[src/common/modulator_pkg.sv]
// package: register map, field layout and states of the carrier select block
`default_nettype none
package modulator_pkg;
    // register offsets (byte addresses on the plain port)
    localparam logic [3:0] mod_control_offset = 4'h0;
    localparam logic [3:0] source_select_offset = 4'h4;
    localparam logic [3:0] high_carrier_offset = 4'h8;
    localparam logic [3:0] low_carrier_offset = 4'hc;
    // carrier control fields
    localparam int carrier_pin_disable_bit = 7;
    localparam int carrier_invert_bit = 6;
    localparam int carrier_sync_bit = 5;
    localparam logic [7:0] carrier_implemented_mask = 8'hef;
    // modulator control fields
    localparam int enable_bit = 7;
    localparam int output_invert_bit = 4;
    localparam int output_level_bit = 3;
    localparam int software_bit = 0;
    localparam logic [7:0] control_implemented_mask = 8'hf9;
    localparam logic [7:0] source_implemented_mask = 8'h8f;
    // power-on values are undefined; zero is used
    localparam logic [7:0] register_reset = 8'h00;
    // carrier select codes
    localparam logic [3:0] select_ground = 4'h0;
    localparam logic [3:0] select_pwm_first = 4'h4;
    localparam logic [3:0] select_pwm_last = 4'h7;
    localparam logic [3:0] select_none_first = 4'h8;

    typedef struct packed {
        logic pin_disable;
        logic invert;
        logic sync;
        logic unused;
        logic [3:0] select;
    } carrier_ctrl_s;

    typedef struct packed {
        logic [3:0] addr;
        logic [7:0] wdata;
        logic write;
        logic read;
    } reg_req_s;

    typedef enum logic [3:0] {
        use_low = 4'b0001,
        wait_low_fall = 4'b0010,
        use_high = 4'b0100,
        wait_high_fall = 4'b1000
    } carrier_state_e;
endpackage : modulator_pkg
`default_nettype wire

[src/rtl/modulator_carrier_select.sv]
// carrier selection, inversion and synchronised switching for the modulator
//
// Function
// - low carrier is inverted when its invert bit is one, else passed
// - low sync set: switch low to high only at low carrier falling edge
// - without sync, shortened pulses at switch points are acceptable
// - unimplemented register bits, including carrier bit 4, read zero
// - high sync set: switch high to low only at high carrier falling edge
// - select code: 0 ground, 4..7 pwm units, 8..15 nothing connected
//
// The plain strobed port and the register addresses were decided locally.
`default_nettype none
module modulator_carrier_select (
    input wire logic clk_sys,
    input wire logic reset_n,
    input wire logic clk_en,
    input wire logic [3:0] reg_addr,
    input wire logic [7:0] reg_wdata,
    input wire logic reg_write,
    input wire logic reg_read,
    output logic [7:0] reg_rdata,
    input wire logic [15:0] carrier_sources,
    input wire logic modulation_in,
    output logic carrier_out,
    output logic modulated_out,
    output logic [15:0] source_pin_drive_allow
);
    // ------------------------------------------------------------
    // reset release
    // ------------------------------------------------------------
    logic [1:0] reset_sync;
    logic rst_n;
    always_ff @(posedge clk_sys or negedge reset_n) begin
        if (!reset_n) begin
            reset_sync <= 2'h0;
        end else begin
            reset_sync <= {reset_sync[0], 1'b1};
        end
    end
    assign rst_n = reset_sync[1];

    // ------------------------------------------------------------
    // helpers
    // ------------------------------------------------------------
    function automatic logic pick_source(input logic [3:0] sel, input logic [15:0] src);
        logic result;
        result = 1'b0;
        if (sel == modulator_pkg::select_ground || sel >= modulator_pkg::select_none_first) begin
            result = 1'b0;
        end else begin
            result = src[sel];
        end
        return result;
    endfunction : pick_source

    function automatic logic [15:0] pin_allow(input modulator_pkg::carrier_ctrl_s c);
        logic [15:0] mask;
        mask = 16'hffff;
        if (c.pin_disable && c.select != modulator_pkg::select_ground
                && c.select < modulator_pkg::select_none_first) begin
            mask[c.select] = 1'b0;
        end
        return mask;
    endfunction : pin_allow

    // ------------------------------------------------------------
    // registers
    // ------------------------------------------------------------
    modulator_pkg::reg_req_s req;
    assign req = '{addr: reg_addr, wdata: reg_wdata, write: reg_write, read: reg_read};

    logic [7:0] mod_control;
    logic [7:0] source_select;
    modulator_pkg::carrier_ctrl_s high_ctrl;
    modulator_pkg::carrier_ctrl_s low_ctrl;

    always_ff @(posedge clk_sys or negedge rst_n) begin
        if (!rst_n) begin
            mod_control <= modulator_pkg::register_reset;
            source_select <= modulator_pkg::register_reset;
            high_ctrl <= modulator_pkg::register_reset;
            low_ctrl <= modulator_pkg::register_reset;
        end else if (clk_en && req.write) begin
            case (req.addr)
                modulator_pkg::mod_control_offset: begin
                    mod_control <= req.wdata & modulator_pkg::control_implemented_mask;
                end
                modulator_pkg::source_select_offset: begin
                    source_select <= req.wdata & modulator_pkg::source_implemented_mask;
                end
                modulator_pkg::high_carrier_offset: begin
                    high_ctrl <= req.wdata & modulator_pkg::carrier_implemented_mask;
                end
                modulator_pkg::low_carrier_offset: begin
                    low_ctrl <= req.wdata & modulator_pkg::carrier_implemented_mask;
                end
                default: begin
                end
            endcase
        end
    end

    logic [7:0] next_rdata;
    logic [7:0] status_view;
    always_comb begin
        status_view = mod_control;
        status_view[modulator_pkg::output_level_bit] = modulated_out;
        case (req.addr)
            modulator_pkg::mod_control_offset: next_rdata = status_view;
            modulator_pkg::source_select_offset: next_rdata = source_select;
            modulator_pkg::high_carrier_offset: next_rdata = high_ctrl;
            modulator_pkg::low_carrier_offset: next_rdata = low_ctrl;
            default: next_rdata = 8'h00;
        endcase
    end

    always_ff @(posedge clk_sys or negedge rst_n) begin
        if (!rst_n) begin
            reg_rdata <= 8'h00;
        end else if (clk_en) begin
            reg_rdata <= req.read ? next_rdata : 8'h00;
        end
    end

    // ------------------------------------------------------------
    // carrier conditioning
    // ------------------------------------------------------------
    logic high_carrier;
    logic low_carrier;
    logic high_prev;
    logic low_prev;
    logic modulation;
    assign high_carrier = pick_source(high_ctrl.select, carrier_sources) ^ high_ctrl.invert;
    assign low_carrier = pick_source(low_ctrl.select, carrier_sources) ^ low_ctrl.invert;
    assign modulation = source_select[3:0] == 4'h0 ? mod_control[modulator_pkg::software_bit]
                                                   : modulation_in;

    always_ff @(posedge clk_sys or negedge rst_n) begin
        if (!rst_n) begin
            high_prev <= 1'b0;
            low_prev <= 1'b0;
        end else if (clk_en) begin
            high_prev <= high_carrier;
            low_prev <= low_carrier;
        end
    end

    logic high_fall;
    logic low_fall;
    assign high_fall = high_prev && !high_carrier;
    assign low_fall = low_prev && !low_carrier;

    // ------------------------------------------------------------
    // carrier switch state
    // ------------------------------------------------------------
    modulator_pkg::carrier_state_e state;
    modulator_pkg::carrier_state_e next_state;
    always_comb begin
        next_state = state;
        case (state)
            modulator_pkg::use_low: begin
                if (modulation) begin
                    next_state = low_ctrl.sync ? modulator_pkg::wait_low_fall
                                               : modulator_pkg::use_high;
                end
            end
            modulator_pkg::wait_low_fall: begin
                if (!modulation) begin
                    next_state = modulator_pkg::use_low;
                end else if (low_fall || !low_ctrl.sync) begin
                    next_state = modulator_pkg::use_high;
                end
            end
            modulator_pkg::use_high: begin
                if (!modulation) begin
                    next_state = high_ctrl.sync ? modulator_pkg::wait_high_fall
                                                : modulator_pkg::use_low;
                end
            end
            modulator_pkg::wait_high_fall: begin
                if (modulation) begin
                    next_state = modulator_pkg::use_high;
                end else if (high_fall || !high_ctrl.sync) begin
                    next_state = modulator_pkg::use_low;
                end
            end
            default: next_state = modulator_pkg::use_low;
        endcase
    end

    always_ff @(posedge clk_sys or negedge rst_n) begin
        if (!rst_n) begin
            state <= modulator_pkg::use_low;
        end else if (clk_en) begin
            state <= next_state;
        end
    end

    // ------------------------------------------------------------
    // outputs
    // ------------------------------------------------------------
    logic next_carrier;
    // unsynchronised switch may cut a pulse short
    assign next_carrier = (next_state == modulator_pkg::use_high
                           || next_state == modulator_pkg::wait_high_fall)
                          ? high_carrier : low_carrier;

    always_ff @(posedge clk_sys or negedge rst_n) begin
        if (!rst_n) begin
            carrier_out <= 1'b0;
            modulated_out <= 1'b0;
        end else if (clk_en) begin
            carrier_out <= next_carrier;
            modulated_out <= mod_control[modulator_pkg::enable_bit]
                             && (next_carrier ^ mod_control[modulator_pkg::output_invert_bit]);
        end
    end

    always_ff @(posedge clk_sys or negedge rst_n) begin
        if (!rst_n) begin
            source_pin_drive_allow <= 16'hffff;
        end else if (clk_en) begin
            source_pin_drive_allow <= pin_allow(low_ctrl) & pin_allow(high_ctrl);
        end
    end
endmodule : modulator_carrier_select
`default_nettype wire

[config.mk]
export PLATFORM = sky130hd
export DESIGN_NAME = modulator_carrier_select
export DESIGN_NICKNAME = d
export VERILOG_FILES = /design/src/common/modulator_pkg.sv /design/src/rtl/modulator_carrier_select.sv
export SDC_FILE = /design/constraint.sdc
export NUM_CORES = 1
export LEC_CHECK = 0
export BUFFER_PORTS_ARGS = -buffer_cell sky130_fd_sc_hd__buf_2
export CORE_MARGIN = 4
export CORE_UTILIZATION = 50
export DETAILED_ROUTE_END_ITERATION = 10
export GPL_TIMING_DRIVEN = 0
export PLACE_DENSITY = 0.73
export SKIP_LAST_GASP = 1
export SYNTH_ARGS = -nofsm -noshare
export SYNTH_HDL_FRONTEND = slang
export SYNTH_SLANG_ARGS = --single-unit
[constraint.sdc]
create_clock -name clk_sys -period 3.8 [get_ports clk_sys]
set_clock_uncertainty 0.05 [all_clocks]
set_input_delay 0.19 -clock clk_sys [delete_from_list [all_inputs] [get_ports clk_sys]]
set_output_delay 0.19 -clock clk_sys [all_outputs]
set_load 0.03 [all_outputs]
# After elaboration in Yosys (flattened, before gate mapping)

Index checks and enable logic that the tools add are counted.

Reductions and logical operators: 29
Mux-type cells: 27
Bitwise gates (word level): 6
$lt $le $gt $ge: 8
$mul: 0
$add $sub $neg: 0
Shift-type cells: 0
Eq/ne operators: 9
Divide/modulo/power cells: 0

Operators by type and width:

| cell                 | count |
|---|---|
| $mux W16             | 4 |
| $not A16 Y16         | 2 |
| $pmux W8 S4          | 1 |
| $mux W4              | 7 |
| $and A16 B16 Y16     | 1 |
| $eq A4 B4 Y1 const B | 4 |
| $logic_not A4 Y1     | 4 |
| $pmux W4 S4          | 1 |
| $eq A4 B3 Y1 const B | 3 |
| $logic_and A1 B1 Y1  | 10 |
| $lt A4 B5 Y1 const B | 2 |
| $bmux W1 S4          | 2 |
| $demux W1 S4         | 2 |
| $ge A4 B1 Y1 const B | 2 |
| $ge A4 B4 Y1 const B | 2 |
| $lt A4 B4 Y1 const B | 2 |
| $mux W1              | 8 |
| $mux W8              | 1 |
| $reduce_and A2 Y1    | 4 |
| $reduce_bool A4 Y1   | 2 |
| $logic_or A1 B1 Y1   | 5 |
| $eq A4 B1 Y1 const B | 1 |
| $eq A4 B2 Y1 const B | 1 |
| $logic_not A1 Y1     | 4 |
| other kinds (2)      | 4 |

Input port bits: 34
Output and inout port bits: 26
Memories: 0
Register bits: 59
Logic and storage cells: 97
Memory bits (read-only): 0
Bits in latches: 0
Bits in writable memories: 0

# Longest topological paths before layout

Gate-level depths: netlist (run 1).

Depth in word-level cells: 15
Gate-level depth with buffers: 8
Gate-level depth less buffers: 7

# Least setup slack after synthesis (run 1)

No wires, ideal clock.

Kind: reg2reg
Start point: register source_select[0]
End point: register modulated_out
Setup slack: 1.288 ns
Period minus slack after synthesis: 2.512 ns
Buffers on the path: 0
Arrival: 2.393 ns
Setup time: 0.069 ns
Stages on the path, launching flop included: 8
Required time: 3.681 ns
Path through: dfrtp_1 > nor4_1 > mux2_2 > a2111o_1 > a31o_1 > and3_4 > or4_1 > nand3_1

Word-level cells in the longest chain between the ends: 9
Elaborated cells on any way between the ends: 13
Classes of those cells: eq/ne (2); mux (7); bitwise (1); reduce/logical (3)

Ends and longest elaborated chain:

| element                                      | line                                                             | source |
|---|---|---|
| start, declared                              | modulator_carrier_select.sv:73                                   | `logic [7:0] source_select;` |
| start signal, assigned                       | modulator_carrier_select.sv:80                                   | `source_select <= modulator_pkg::register_reset;` |
| start signal, assigned                       | modulator_carrier_select.sv:89                                   | `source_select <= req.wdata & modulator_pkg::source_implemented_mask;` |
| $logic_not A4 Y1 *                           | modulator_carrier_select.sv:135                                  | `assign modulation = source_select[3:0] == 4'h0 ? mod_control[modulator_pkg::software_bit]` |
| $mux W1 *                                    | modulator_carrier_select.sv:135                                  |  |
| $mux W4 (on tied branches)                   | --                                                               |  |
| $pmux W4 S4 *                                | modulator_carrier_select.sv:160                                  | `case (state)` |
| $eq A4 B3 Y1 or $eq A4 B4 Y1 (tied branches) | modulator_carrier_select.sv:204, modulator_carrier_select.sv:205 |  |
| $logic_or A1 B1 Y1 *                         | modulator_carrier_select.sv:205                                  | `\|\| next_state == modulator_pkg::wait_high_fall)` |
| $mux W1 *                                    | modulator_carrier_select.sv:206                                  | `? high_carrier : low_carrier;` |
| $xor A1 B1 Y1 *                              | modulator_carrier_select.sv:215                                  | `&& (next_carrier ^ mod_control[modulator_pkg::output_invert_bit]);` |
| $logic_and A1 B1 Y1 *                        | modulator_carrier_select.sv:215                                  |  |
| end signal, assigned                         | modulator_carrier_select.sv:214                                  | `modulated_out <= mod_control[modulator_pkg::enable_bit]` |
| end, declared                                | modulator_carrier_select.sv:25                                   | `output logic modulated_out,` |

Mark *: on every way between the ends. The rest lies on a longest branch, timed or not.
A chain may end at the register's enable or synchronous reset.

# Worst setup path after layout (run 1)

Ends and elaborated chain as after synthesis.

==> impl_metrics.py, run 1 <==
metrics = {
    "logic_synthesis": {
        "postSynthCellCount": 249,
        "synth.net_count": 283,
        "synthMuxAreaShare": 0.1813,
        "synth-edff-count": 0,
        "synth-simple-area-share": 0.1416,
        "synth_top_family_by_area": "multiplexers",
        "synth_adder_area_share": 0,
        "syn_area_per_cell_um2": 11.64,
        "ys_ff_latch": 58,
        "yosysUniqueCellTypes": 47,
        "synth_top_area_share": 0.3541,
        "synth_xor_area_frac": 0.006045,
        "ys_seq_area_frac": 0.5082,
        "synth_compound_area_frac": 0.1231,
        "synth_area_mm2": 0.002898,
        "yosys_warnings": 0,
        "synth_top_cell_by_area": "dfrtp_1",
        "yosys-top-cells-count": "41 x dfrtp_1, 31 x mux2_2, 17 x dfstp_2, 17 x nand2_1",
        "synth.most_common_cell": "dfrtp_1",
        "synthTopCellsByArea": "dfrtp_1 35%, dfstp_2 15%, mux2_2 12%",
        "async_flop_share": 1.000,
        "yosys_most_used_dff": "dfrtp_1",
    },
    "final_layout": {
        "n_fill_cell": 451,
        "area_growth_pct": 20.21,
        "drive_above_1_share": 0.4304,
        "antennaDiodeCount": 0,
        "layout.nets": 345,
    },
    "die": {
        "initial_core_util": 0.5199,
        "rows": 27,
        "die-area_mm2": 0.007078,
        "die_h_um": 84.13,
        "die_w_um": 84.13,
        "design.core.area_mm2": 0.005574,
        "ios": 60,
    },
    "clocking": {
        "cts_root_buf": "clkbuf_8",
        "cts_resized": 0,
        "clock_latency_ns": 0.34,
        "cts-buffers-inserted": 9,
        "clockBufferDepth": 2,
        "cts.clk_slew.worst_paths_ns": 0.06,
        "cts_sinks": 58,
        "cts_tree": "built",
        "post_cts_buffers": 0,
        "holdBufCountCts": 1,
        "cts.htree.levels": 3,
    },
    "timing": {
        "relSlewSlack": 0.5639,
        "tns_ns": 0,
        "hold_violations": 0,
        "tightest_slew_ns": 0.6482,
        "finalMaxSlewViolations": 0,
        "hold_slack_ns": 0.04257,
        "rsz0062_at_grt": "no",
        "clock.fmax_mhz": 351.5,
        "finalCritPeriodShare": 0.7487,
        "fin_crit_ns": 2.845,
        "setup_viol": 0,
    },
    "global_route": {
        "grt_overflow": 0,
        "grt_first_pass_wirelength_mm": 10.85,
        "grtUsageTotal": 0.1936,
        "antenna_found_initial": 0,
        "grt_max_degree": 36,
        "grt_pass1_vias": 2221,
    },
    "critical_path": {
        "path_max_fanout": 3,
        "startpoint_type": "flip-flop",
        "crit_type": "flip-flop to flip-flop",
        "critPathCaptureType": "flip-flop",
        "worst-endpoint-required_ns": 4.02,
        "cp_data_arrival_time_ns": 3.07,
    },
    "placement": {
        "port_buffers": 49,
        "gp_congestion": 0.8725,
        "dp.final_hpwl_mm": 4.654,
    },
    "routing": {
        "detail_route.iter0.violations": 112,
        "ant_nets": 0,
        "routed-via-count": 2200,
        "wl_per_cell_um": 16.46,
        "drt-total-wl_mm": 6.388,
        "drc_errors": 0,
        "via_per_inst": 5.670,
        "drtPass1Iterations": 4,
    },
    "run": {
        "cap_violations": 0,
    },
    "worst_hold_path": {
        "hp-class": "input port to flip-flop",
    },
    "pwr": {
        "p_leak_nw": 1.530,
        "vdd_drop_max_v": 0.0003140,
        "p_per_area_mw_per_mm2": 533.8,
    },
    "run_status": {
        "outcome": "finished clean",
    },
}
-- path summary, 6_finish.rpt --
check                                                   from                                     to  slack, ns  cells after the start
worst min register to register       reset_sync[1]$_DFF_PN0_               reg_rdata[6]$_DFFE_PN0P_       0.19                      0
worst min-delay path                            reg_wdata[4]             mod_control[4]$_DFFE_PN0P_       0.04                      2
min in group asynchronous                            reset_n                reset_sync[1]$_DFF_PN0_       0.11                      2
max in group asynchronous            reset_sync[1]$_DFF_PN0_  source_pin_drive_allow[1]$_DFFE_PN1P_       2.89                      1
worst max register to register  source_select[0]$_DFFE_PN0P_              modulated_out$_DFFE_PN0P_       0.95                      7
worst max-delay path            source_select[0]$_DFFE_PN0P_              modulated_out$_DFFE_PN0P_       0.95                      7
-- routing by layer --
metal  up-vias  GRT usage  wire length [µm]  part of all wire
li1       1039          -                 -                 -
met2        53     0.3092              3026              0.47
met1      1097     0.2591              2950              0.46
met5         -          0                 0                 0
met3        11    0.04711               290             0.045
met4         0    0.06725               121             0.019
-- worst max-delay path: stages (launching register included) --
cell and delay (ns):
dfrtp_1 0.39, nor4_1 0.60, mux2_2 0.43, a2111o_1 0.34, a31o_1 0.22, and3_4 0.19, or4_1 0.47, nand3_1 0.08
-- sequential cells by signal, indices dropped and copies added, names as in the netlist --
register / cells
state: 4
reset_sync: 2
mod_control: 5
source_select: 5
high_ctrl: 7
carrier_out: 1
high_prev: 1
source_pin_drive_allow: 16
modulated_out: 1
low_prev: 1
reg_rdata: 8
low_ctrl: 7
-- cell type report --
| type | count | area, µm² | share of cell area |
|---|---|---|---|
| well taps | 72 | 90.09 | 0.02586 |
| multi-input cells | 166 | 1314 | 0.3772 |
| plain buffers | 13 | 66.31 | 0.01904 |
| inverters | 12 | 45.04 | 0.01293 |
| clock buffers | 11 | 141.4 | 0.04059 |
| clock inverters | 5 | 77.57 | 0.02227 |
| repair buffers | 51 | 275.3 | 0.07902 |
| flip-flops and latches | 58 | 1474 | 0.4231 |
-- logic make-up (layout without fill, tap and decap cells) --
family,count (synthesis),after routing
AO/OA/AOI/OAI,48,48
XOR/XNOR,2,2
buffers and inverters,25,92
flip-flops,58,58
multiplexers,42,42
other,1,1
AND/OR/NAND/NOR,73,73
-- metrics by stage --
step	setup slack (ns)	instances	power, W	cell area, µm²	utilization
2_1_floorplan	1.288	249	0.001111	2898	-
3_3_place_gp	0.9799	370	0.001218	3233	0.5800
3_5_place_dp	0.9770	371	0.001238	3254	0.5838
4_1_cts	0.9403	388	0.001868	3483	0.6249
5_1_grt	0.7123	388	0.001953	3483	0.6249
6_report	0.9550	388	0.001859	3483	0.6249
-- power breakdown --
part | switching [W] | leakage [nW] | internal, W
Sequential | 0.0000885 | 0.708 | 0.000708
Clock | 0.000244 | 0.109 | 0.000385
Combinational | 0.000233 | 0.713 | 0.000201
Total | 0.000565 | 1.53 | 0.00129
-- cells in the final DEF (no fill, tap or decap), drive strengths merged, types with 2 or more instances in the layout --
master   instances
buf             51
dfrtp           41
mux2            31
clkbuf          23
nand2           17
dfstp           17
o21ai           13
nor2            13
inv             12
or2              9
o2bb2ai          8
mux2i            6
a21oi            6
nand3b           5
o221ai           5
a22oi            5
mux4             5
nand2b           4
nor3             4
and3             4
nand3            3
o32ai            2
nor2b            2
nor3b            2
and2b            2
nor4             2
a31oi            2
bufinv           2
clkinv           2
nor4b            2
No activity file was read; power rests on OpenSTA's default activity.
==> run 2, diff against run 1 <==
Clock period 3.8 ns to 2.9 ns, I/O delays scaled along.
==> run 2 against run 1 <==
Die area stayed put; hold slack got worse by 0.017 ns; utilization grew 0.38 points; clock power increased by 31%; routed wire length increased by 0.63%; critical path depth unchanged; cell count unchanged; critical endpoint unchanged; highest routed layer unchanged.
==> impl_metrics.py, run 2 (synthesis gave the netlist of run 1 again) <==
metrics = {
    "critical_path": {
        "max_stage_delay_ns": 0.47,
        "rrSetupSlack_ns": 0.23,
        "rr_worst_depth": 7,
        "crit_type": "flip-flop to flip-flop",
        "critPathCaptureType": "flip-flop",
        "cp_slowest_cell": "or4_1",
        "startpoint_type": "flip-flop",
        "r2r-start": "source_select[0]$_DFFE_PN0P_",
        "cp_data_arrival_time_ns": 2.90,
        "r2r-end": "modulated_out$_DFFE_PN0P_",
        "path_max_fanout": 3,
        "crit_chain": "nor4_2 -> mux2_2 -> a2111o_1 -> a31o_1 -> and3_4 -> or4_1 -> nand3_1",
        "worst-endpoint-required_ns": 3.12,
    },
    "routing": {
        "routed-via-count": 2173,
        "ant_nets": 0,
        "wl_per_cell_um": 16.57,
        "drtPass1Iterations": 5,
        "via_per_inst": 5.601,
        "detail_route.iter0.violations": 105,
        "drt-total-wl_mm": 6.428,
        "drc_errors": 0,
    },
    "timing": {
        "finalMaxSlewViolations": 0,
        "clock.fmax_mhz": 374.0,
        "hold_violations": 0,
        "finalCritPeriodShare": 0.9220,
        "tightest_slew_ns": 0.5870,
        "fin_crit_ns": 2.674,
        "rsz0062_at_grt": "no",
        "relSlewSlack": 0.6086,
        "setup_viol": 0,
        "tns_ns": 0,
        "hold_slack_ns": 0.02541,
    },
    "worst_hold_path": {
        "hold_path_end": "high_ctrl[5]$_DFFE_PN0P_",
        "min_path_cells": 2,
        "hp-start": "reg_wdata[5]",
        "hp-class": "input port to flip-flop",
    },
    "die": {
        "ios": 60,
        "die-area_mm2": 0.007078,
        "initial_core_util": 0.5199,
        "die_h_um": 84.13,
        "rows": 27,
        "design.core.area_mm2": 0.005574,
        "die_w_um": 84.13,
    },
    "final_layout": {
        "n_fill_cell": 446,
        "largest_register": "source_pin_drive_allow",
        "reg_top3": "source_pin_drive_allow: 16 flops, reg_rdata: 8 flops",
        "antennaDiodeCount": 0,
        "layout.cells.most_common_list": "49 x buf_2, 40 x dfrtp_1, 31 x mux2_2, 17 x nand2_1, 17 x dfstp_2",
        "final_common_cell": "buf_2",
        "design_area_mm2": 0.003505,
        "layout.nets": 345,
        "largest_reg_flops": 16,
        "drive_above_1_share": 0.4335,
        "area_growth_pct": 20.94,
    },
    "clocking": {
        "cts.clk_slew.worst_paths_ns": 0.06,
        "cts_tree": "built",
        "cts_root_buf": "clkbuf_8",
        "cts-buffers-inserted": 9,
        "cts_sinks": 58,
        "cts.htree.levels": 3,
        "clock_latency_ns": 0.34,
        "clockBufferDepth": 2,
    },
    "pwr": {
        "p_per_area_mw_per_mm2": 698.6,
        "vdd_drop_max_v": 0.0004153,
        "p_leak_nw": 1.544,
    },
    "global_route": {
        "grt_first_pass_wirelength_mm": 10.92,
        "grtUsageTotal": 0.1950,
        "grt_pass1_vias": 2228,
        "grt_overflow": 0,
        "antenna_found_initial": 0,
        "grt_max_degree": 36,
    },
    "placement": {
        "gp_congestion": 0.8725,
        "place_area_mm2": 0.003254,
        "dp.final_hpwl_mm": 4.654,
        "port_buffers": 49,
    },
    "run_status": {
        "outcome": "finished clean",
    },
    "run": {
        "cap_violations": 0,
    },
}
[run 2: cell types whose count changed in the layout (fill, tap and decap cells not counted)]
cell,delta
nor4b_4,+1
dlygate4sd3_1,+1
nor4_2,+1
nor4b_2,-1
nor4_1,-1
clkbuf_1,-1
[run 2: how the worst max path moves through the flow]
stage | from | end | slack (ns) | cells past startpoint
2_1_floorplan | source_select[0]$_DFFE_PN0P_ | modulated_out$_DFFE_PN0P_ | 0.39 | 7
3_3_place_gp | low_ctrl[0]$_DFFE_PN0P_ | carrier_out$_DFFE_PN0P_ | 0.08 | 8
3_5_place_dp | low_ctrl[0]$_DFFE_PN0P_ | carrier_out$_DFFE_PN0P_ | 0.08 | 8
4_1_cts | low_ctrl[0]$_DFFE_PN0P_ | carrier_out$_DFFE_PN0P_ | 0.04 | 8
5_1_grt | source_select[0]$_DFFE_PN0P_ | modulated_out$_DFFE_PN0P_ | 0.09 | 7
6_report | source_select[0]$_DFFE_PN0P_ | modulated_out$_DFFE_PN0P_ | 0.23 | 7
[run 2: stage by stage]
stage                     std cells  power (W)  setup WS (ns)    util
after floorplan                 249   0.001456         0.3876       -
final                           388   0.002448         0.2262  0.6287
after global routing            388   0.002569        0.09207  0.6287
after global placement          370   0.001597        0.07985  0.5800
after CTS                       389   0.002449        0.04033  0.6267
after detailed placement        371   0.001622        0.07698  0.5838
[run 2: where the power goes]
group	total (W)	switching, W	leakage (nW)	internal [W]
logic	0.000571	0.000300	0.727	0.000271
clock network	0.000824	0.000319	0.109	0.000504
registers	0.00105	0.000126	0.708	0.000928
[run 2: what timing repair did]
action,in CTS,in global routing
setup endpoints to repair,0,2
hold endpoints to repair,3,0
hold buffers,2,0
buffers inserted,0,0
resized for setup,0,2
[run 2: cell type report]
type                    count  area, µm²  area share
plain buffers              12      62.56     0.01785
clock buffers              11      141.4     0.04034
clock inverters             5      77.57     0.02213
inverters                  12      45.04     0.01285
multi-input cells         166       1329      0.3791
flip-flops and latches     58       1474      0.4206
well taps                  72      90.09     0.02571
repair buffers             52      285.3     0.08140
[run 2: critical path, delay by kind of cell, from the launching register on]
kind	cells	cell delay [ns]
simple gates	4	1.18
mux	1	0.41
compound gates	2	0.56
flops	1	0.40
[run 2: routing by layer]
layer / global-route usage / vias to the layer above / share of wire
met5: 0 / - / 0
met4: 0.06725 / 0 / 0.019
met3: 0.04711 / 12 / 0.041
met2: 0.3135 / 54 / 0.47
met1: 0.2598 / 1075 / 0.47
li1: - / 1032 / -
==> run 3, diff against run 2 <==
Settings changed: GPL_TIMING_DRIVEN 0 to not set.
==> run 3 against run 2 <==
Cell count down 2.1%; critical endpoint unchanged; sequential power about the same; largest power group unchanged; sequential cell count unchanged; first-iteration DRC count up 34%.
==> impl_metrics.py, run 3 (synthesis gave the netlist of run 1 again) <==
metrics = {
    "clocking": {
        "cts_tree": "built",
        "cts.clk_slew.worst_paths_ns": 0.07,
        "cts_sinks": 58,
        "cts-buffers-inserted": 9,
        "cts_resized": 0,
        "cts_root_buf": "clkbuf_8",
        "cts.htree.levels": 3,
        "clockBufferDepth": 2,
        "clock_latency_ns": 0.34,
    },
    "final_layout": {
        "reg_top3": "source_pin_drive_allow: 16 flops, reg_rdata: 8 flops",
        "layout.cells.non_filler": 380,
        "drive_above_1_share": 0.4481,
        "largest_register": "source_pin_drive_allow",
        "final_common_cell": "buf_2",
        "layout.cells.most_common_list": "50 x buf_2, 40 x dfrtp_1, 31 x mux2_2, 17 x nand2_1, 17 x dfstp_2",
        "post-route-util": 0.6177,
        "area_growth_pct": 18.83,
        "design_area_mm2": 0.003443,
        "largest_reg_flops": 16,
        "antennaDiodeCount": 0,
        "layout.nets": 337,
    },
    "run_status": {
        "outcome": "finished clean",
    },
    "global_route": {
        "grt_max_degree": 48,
        "antenna_found_initial": 0,
        "grtUsageTotal": 0.1916,
        "grt_overflow": 0,
        "grt_first_pass_wirelength_mm": 10.72,
        "grt_pass1_vias": 2140,
    },
    "routing": {
        "via_per_inst": 5.718,
        "detail_route.iter0.violations": 141,
        "ant_nets": 0,
        "drt-total-wl_mm": 6.248,
        "drc_errors": 0,
        "drtPass1Iterations": 4,
        "routed-via-count": 2173,
        "wl_per_cell_um": 16.44,
    },
    "pwr": {
        "swShare": 0.3001,
        "power.switching_w": 0.0007288,
        "clkPwrFrac": 0.338,
        "total_power_w": 0.002429,
        "p_leak_nw": 1.526,
        "power_frac_comb": 0.217,
        "seqPwrFrac": 0.444,
        "p_per_area_mw_per_mm2": 705.3,
        "p_int_w": 0.001700,
        "vdd_drop_max_v": 0.0003498,
    },
    "die": {
        "die_h_um": 84.13,
        "ios": 60,
        "initial_core_util": 0.5199,
        "rows": 27,
        "design.core.area_mm2": 0.005574,
        "die-area_mm2": 0.007078,
        "die_w_um": 84.13,
    },
    "timing": {
        "tns_ns": 0,
        "clock.fmax_mhz": 378.8,
        "relSlewSlack": 0.3280,
        "setup_viol": 0,
        "fin_crit_ns": 2.640,
        "tightest_slew_ns": 1.008,
        "hold_violations": 0,
        "rsz0062_at_grt": "no",
        "finalCritPeriodShare": 0.9103,
        "finalMaxSlewViolations": 0,
    },
    "critical_path": {
        "cp_data_arrival_time_ns": 2.86,
        "worst-endpoint-required_ns": 3.12,
        "path_max_fanout": 3,
        "startpoint_type": "flip-flop",
        "crit_type": "flip-flop to flip-flop",
        "rr_worst_depth": 8,
        "critPathCaptureType": "flip-flop",
    },
    "placement": {
        "port_buffers": 50,
        "place_area_mm2": 0.003203,
        "gp_congestion": 0.8548,
        "dp.final_hpwl_mm": 4.364,
        "dp_cells": 362,
    },
    "worst_hold_path": {
        "hp-class": "input port to flip-flop",
        "min_path_cells": 2,
    },
    "run": {
        "cap_violations": 0,
    },
}
==> run 3: changes by cell type in the layout (fill, tap and decap cells not counted) <==
cell / before / now
buf_12: 1 / 0
buf_2: 49 / 50
buf_4: 0 / 4
buf_6: 1 / 0
clkbuf_1: 11 / 1
clkbuf_8: 11 / 10
clkinv_4: 0 / 1
clkinvlp_4: 1 / 0
nor4_1: 1 / 2
nor4_2: 1 / 0
nor4b_2: 0 / 1
nor4b_4: 1 / 0
==> run 3: power groups by stage <==
stage | logic (W) | registers, W | clock network [W]
after floorplan | 0.000383 | 0.00107 | 0
after global placement | 0.000513 | 0.00108 | 0
after detailed placement | 0.000523 | 0.00109 | 0
after CTS | 0.000529 | 0.00108 | 0.000840
after global routing | 0.000582 | 0.00110 | 0.000880
final | 0.000528 | 0.00108 | 0.000821
==> run 3: through the flow <==
| step | setup slack (ns) | hold WS, ns |
|---|---|---|
| 2_1_floorplan | 0.3876 | -0.2006 |
| 3_3_place_gp | 0.3366 | -0.1201 |
| 3_5_place_dp | 0.3018 | -0.1189 |
| 4_1_cts | 0.2806 | 0.01121 |
| 5_1_grt | 0.1392 | 0.01108 |
| 6_report | 0.2602 | 0.02775 |
==> run 3: layout make-up <==
type                       instances  area (µm²)
sequential                        58        1474
clock inverter                     5       78.83
inverter                          12       45.04
fill                             470        2131
clock buffer                      11       141.4
multi-input combinational        166        1314
tap                               72       90.09
timing repair buffer              56       300.3
==> run 3: critical path: stages (launching register included) <==
cell	delay, ns
dfrtp_1	0.40
nor4_1	0.29
buf_4	0.18
mux2_2	0.35
a2111o_1	0.35
a31o_1	0.23
and3_4	0.19
or4_1	0.47
nand3_1	0.08
==> run 3: path summary, 6_finish.rpt <==
path                                         startpoint                               endpoint  slack (ns)
max in group asynchronous       reset_sync[1]$_DFF_PN0_  source_pin_drive_allow[0]$_DFFE_PN1P_        1.59
hold / removal                             reg_wdata[6]             mod_control[6]$_DFFE_PN0P_        0.03
hold reg to reg                 reset_sync[0]$_DFF_PN0_                reset_sync[1]$_DFF_PN0_        0.31
min in group asynchronous                       reset_n                reset_sync[0]$_DFF_PN0_        0.05
setup reg to reg           source_select[1]$_DFFE_PN0P_              modulated_out$_DFFE_PN0P_        0.26
setup / recovery           source_select[1]$_DFFE_PN0P_              modulated_out$_DFFE_PN0P_        0.26
==> run 3: what timing repair did <==
| item | in CTS | in global routing |
|---|---|---|
| setup buffers | 0 | 0 |
| setup endpoints to repair | 0 | 0 |
| hold buffers | 2 | 0 |
| endpoints found under the hold margin | 3 | 0 |
==> run 3: metal layers <==
metal / vias to the layer above / wire length, µm / track usage / part of all wire
li1: 1021 / - / - / -
met1: 1087 / 2827 / 0.2580 / 0.45
met2: 54 / 2987 / 0.2934 / 0.48
met3: 11 / 310 / 0.05496 / 0.050
met4: 0 / 123 / 0.07602 / 0.020
met5: - / 0 / 0 / 0
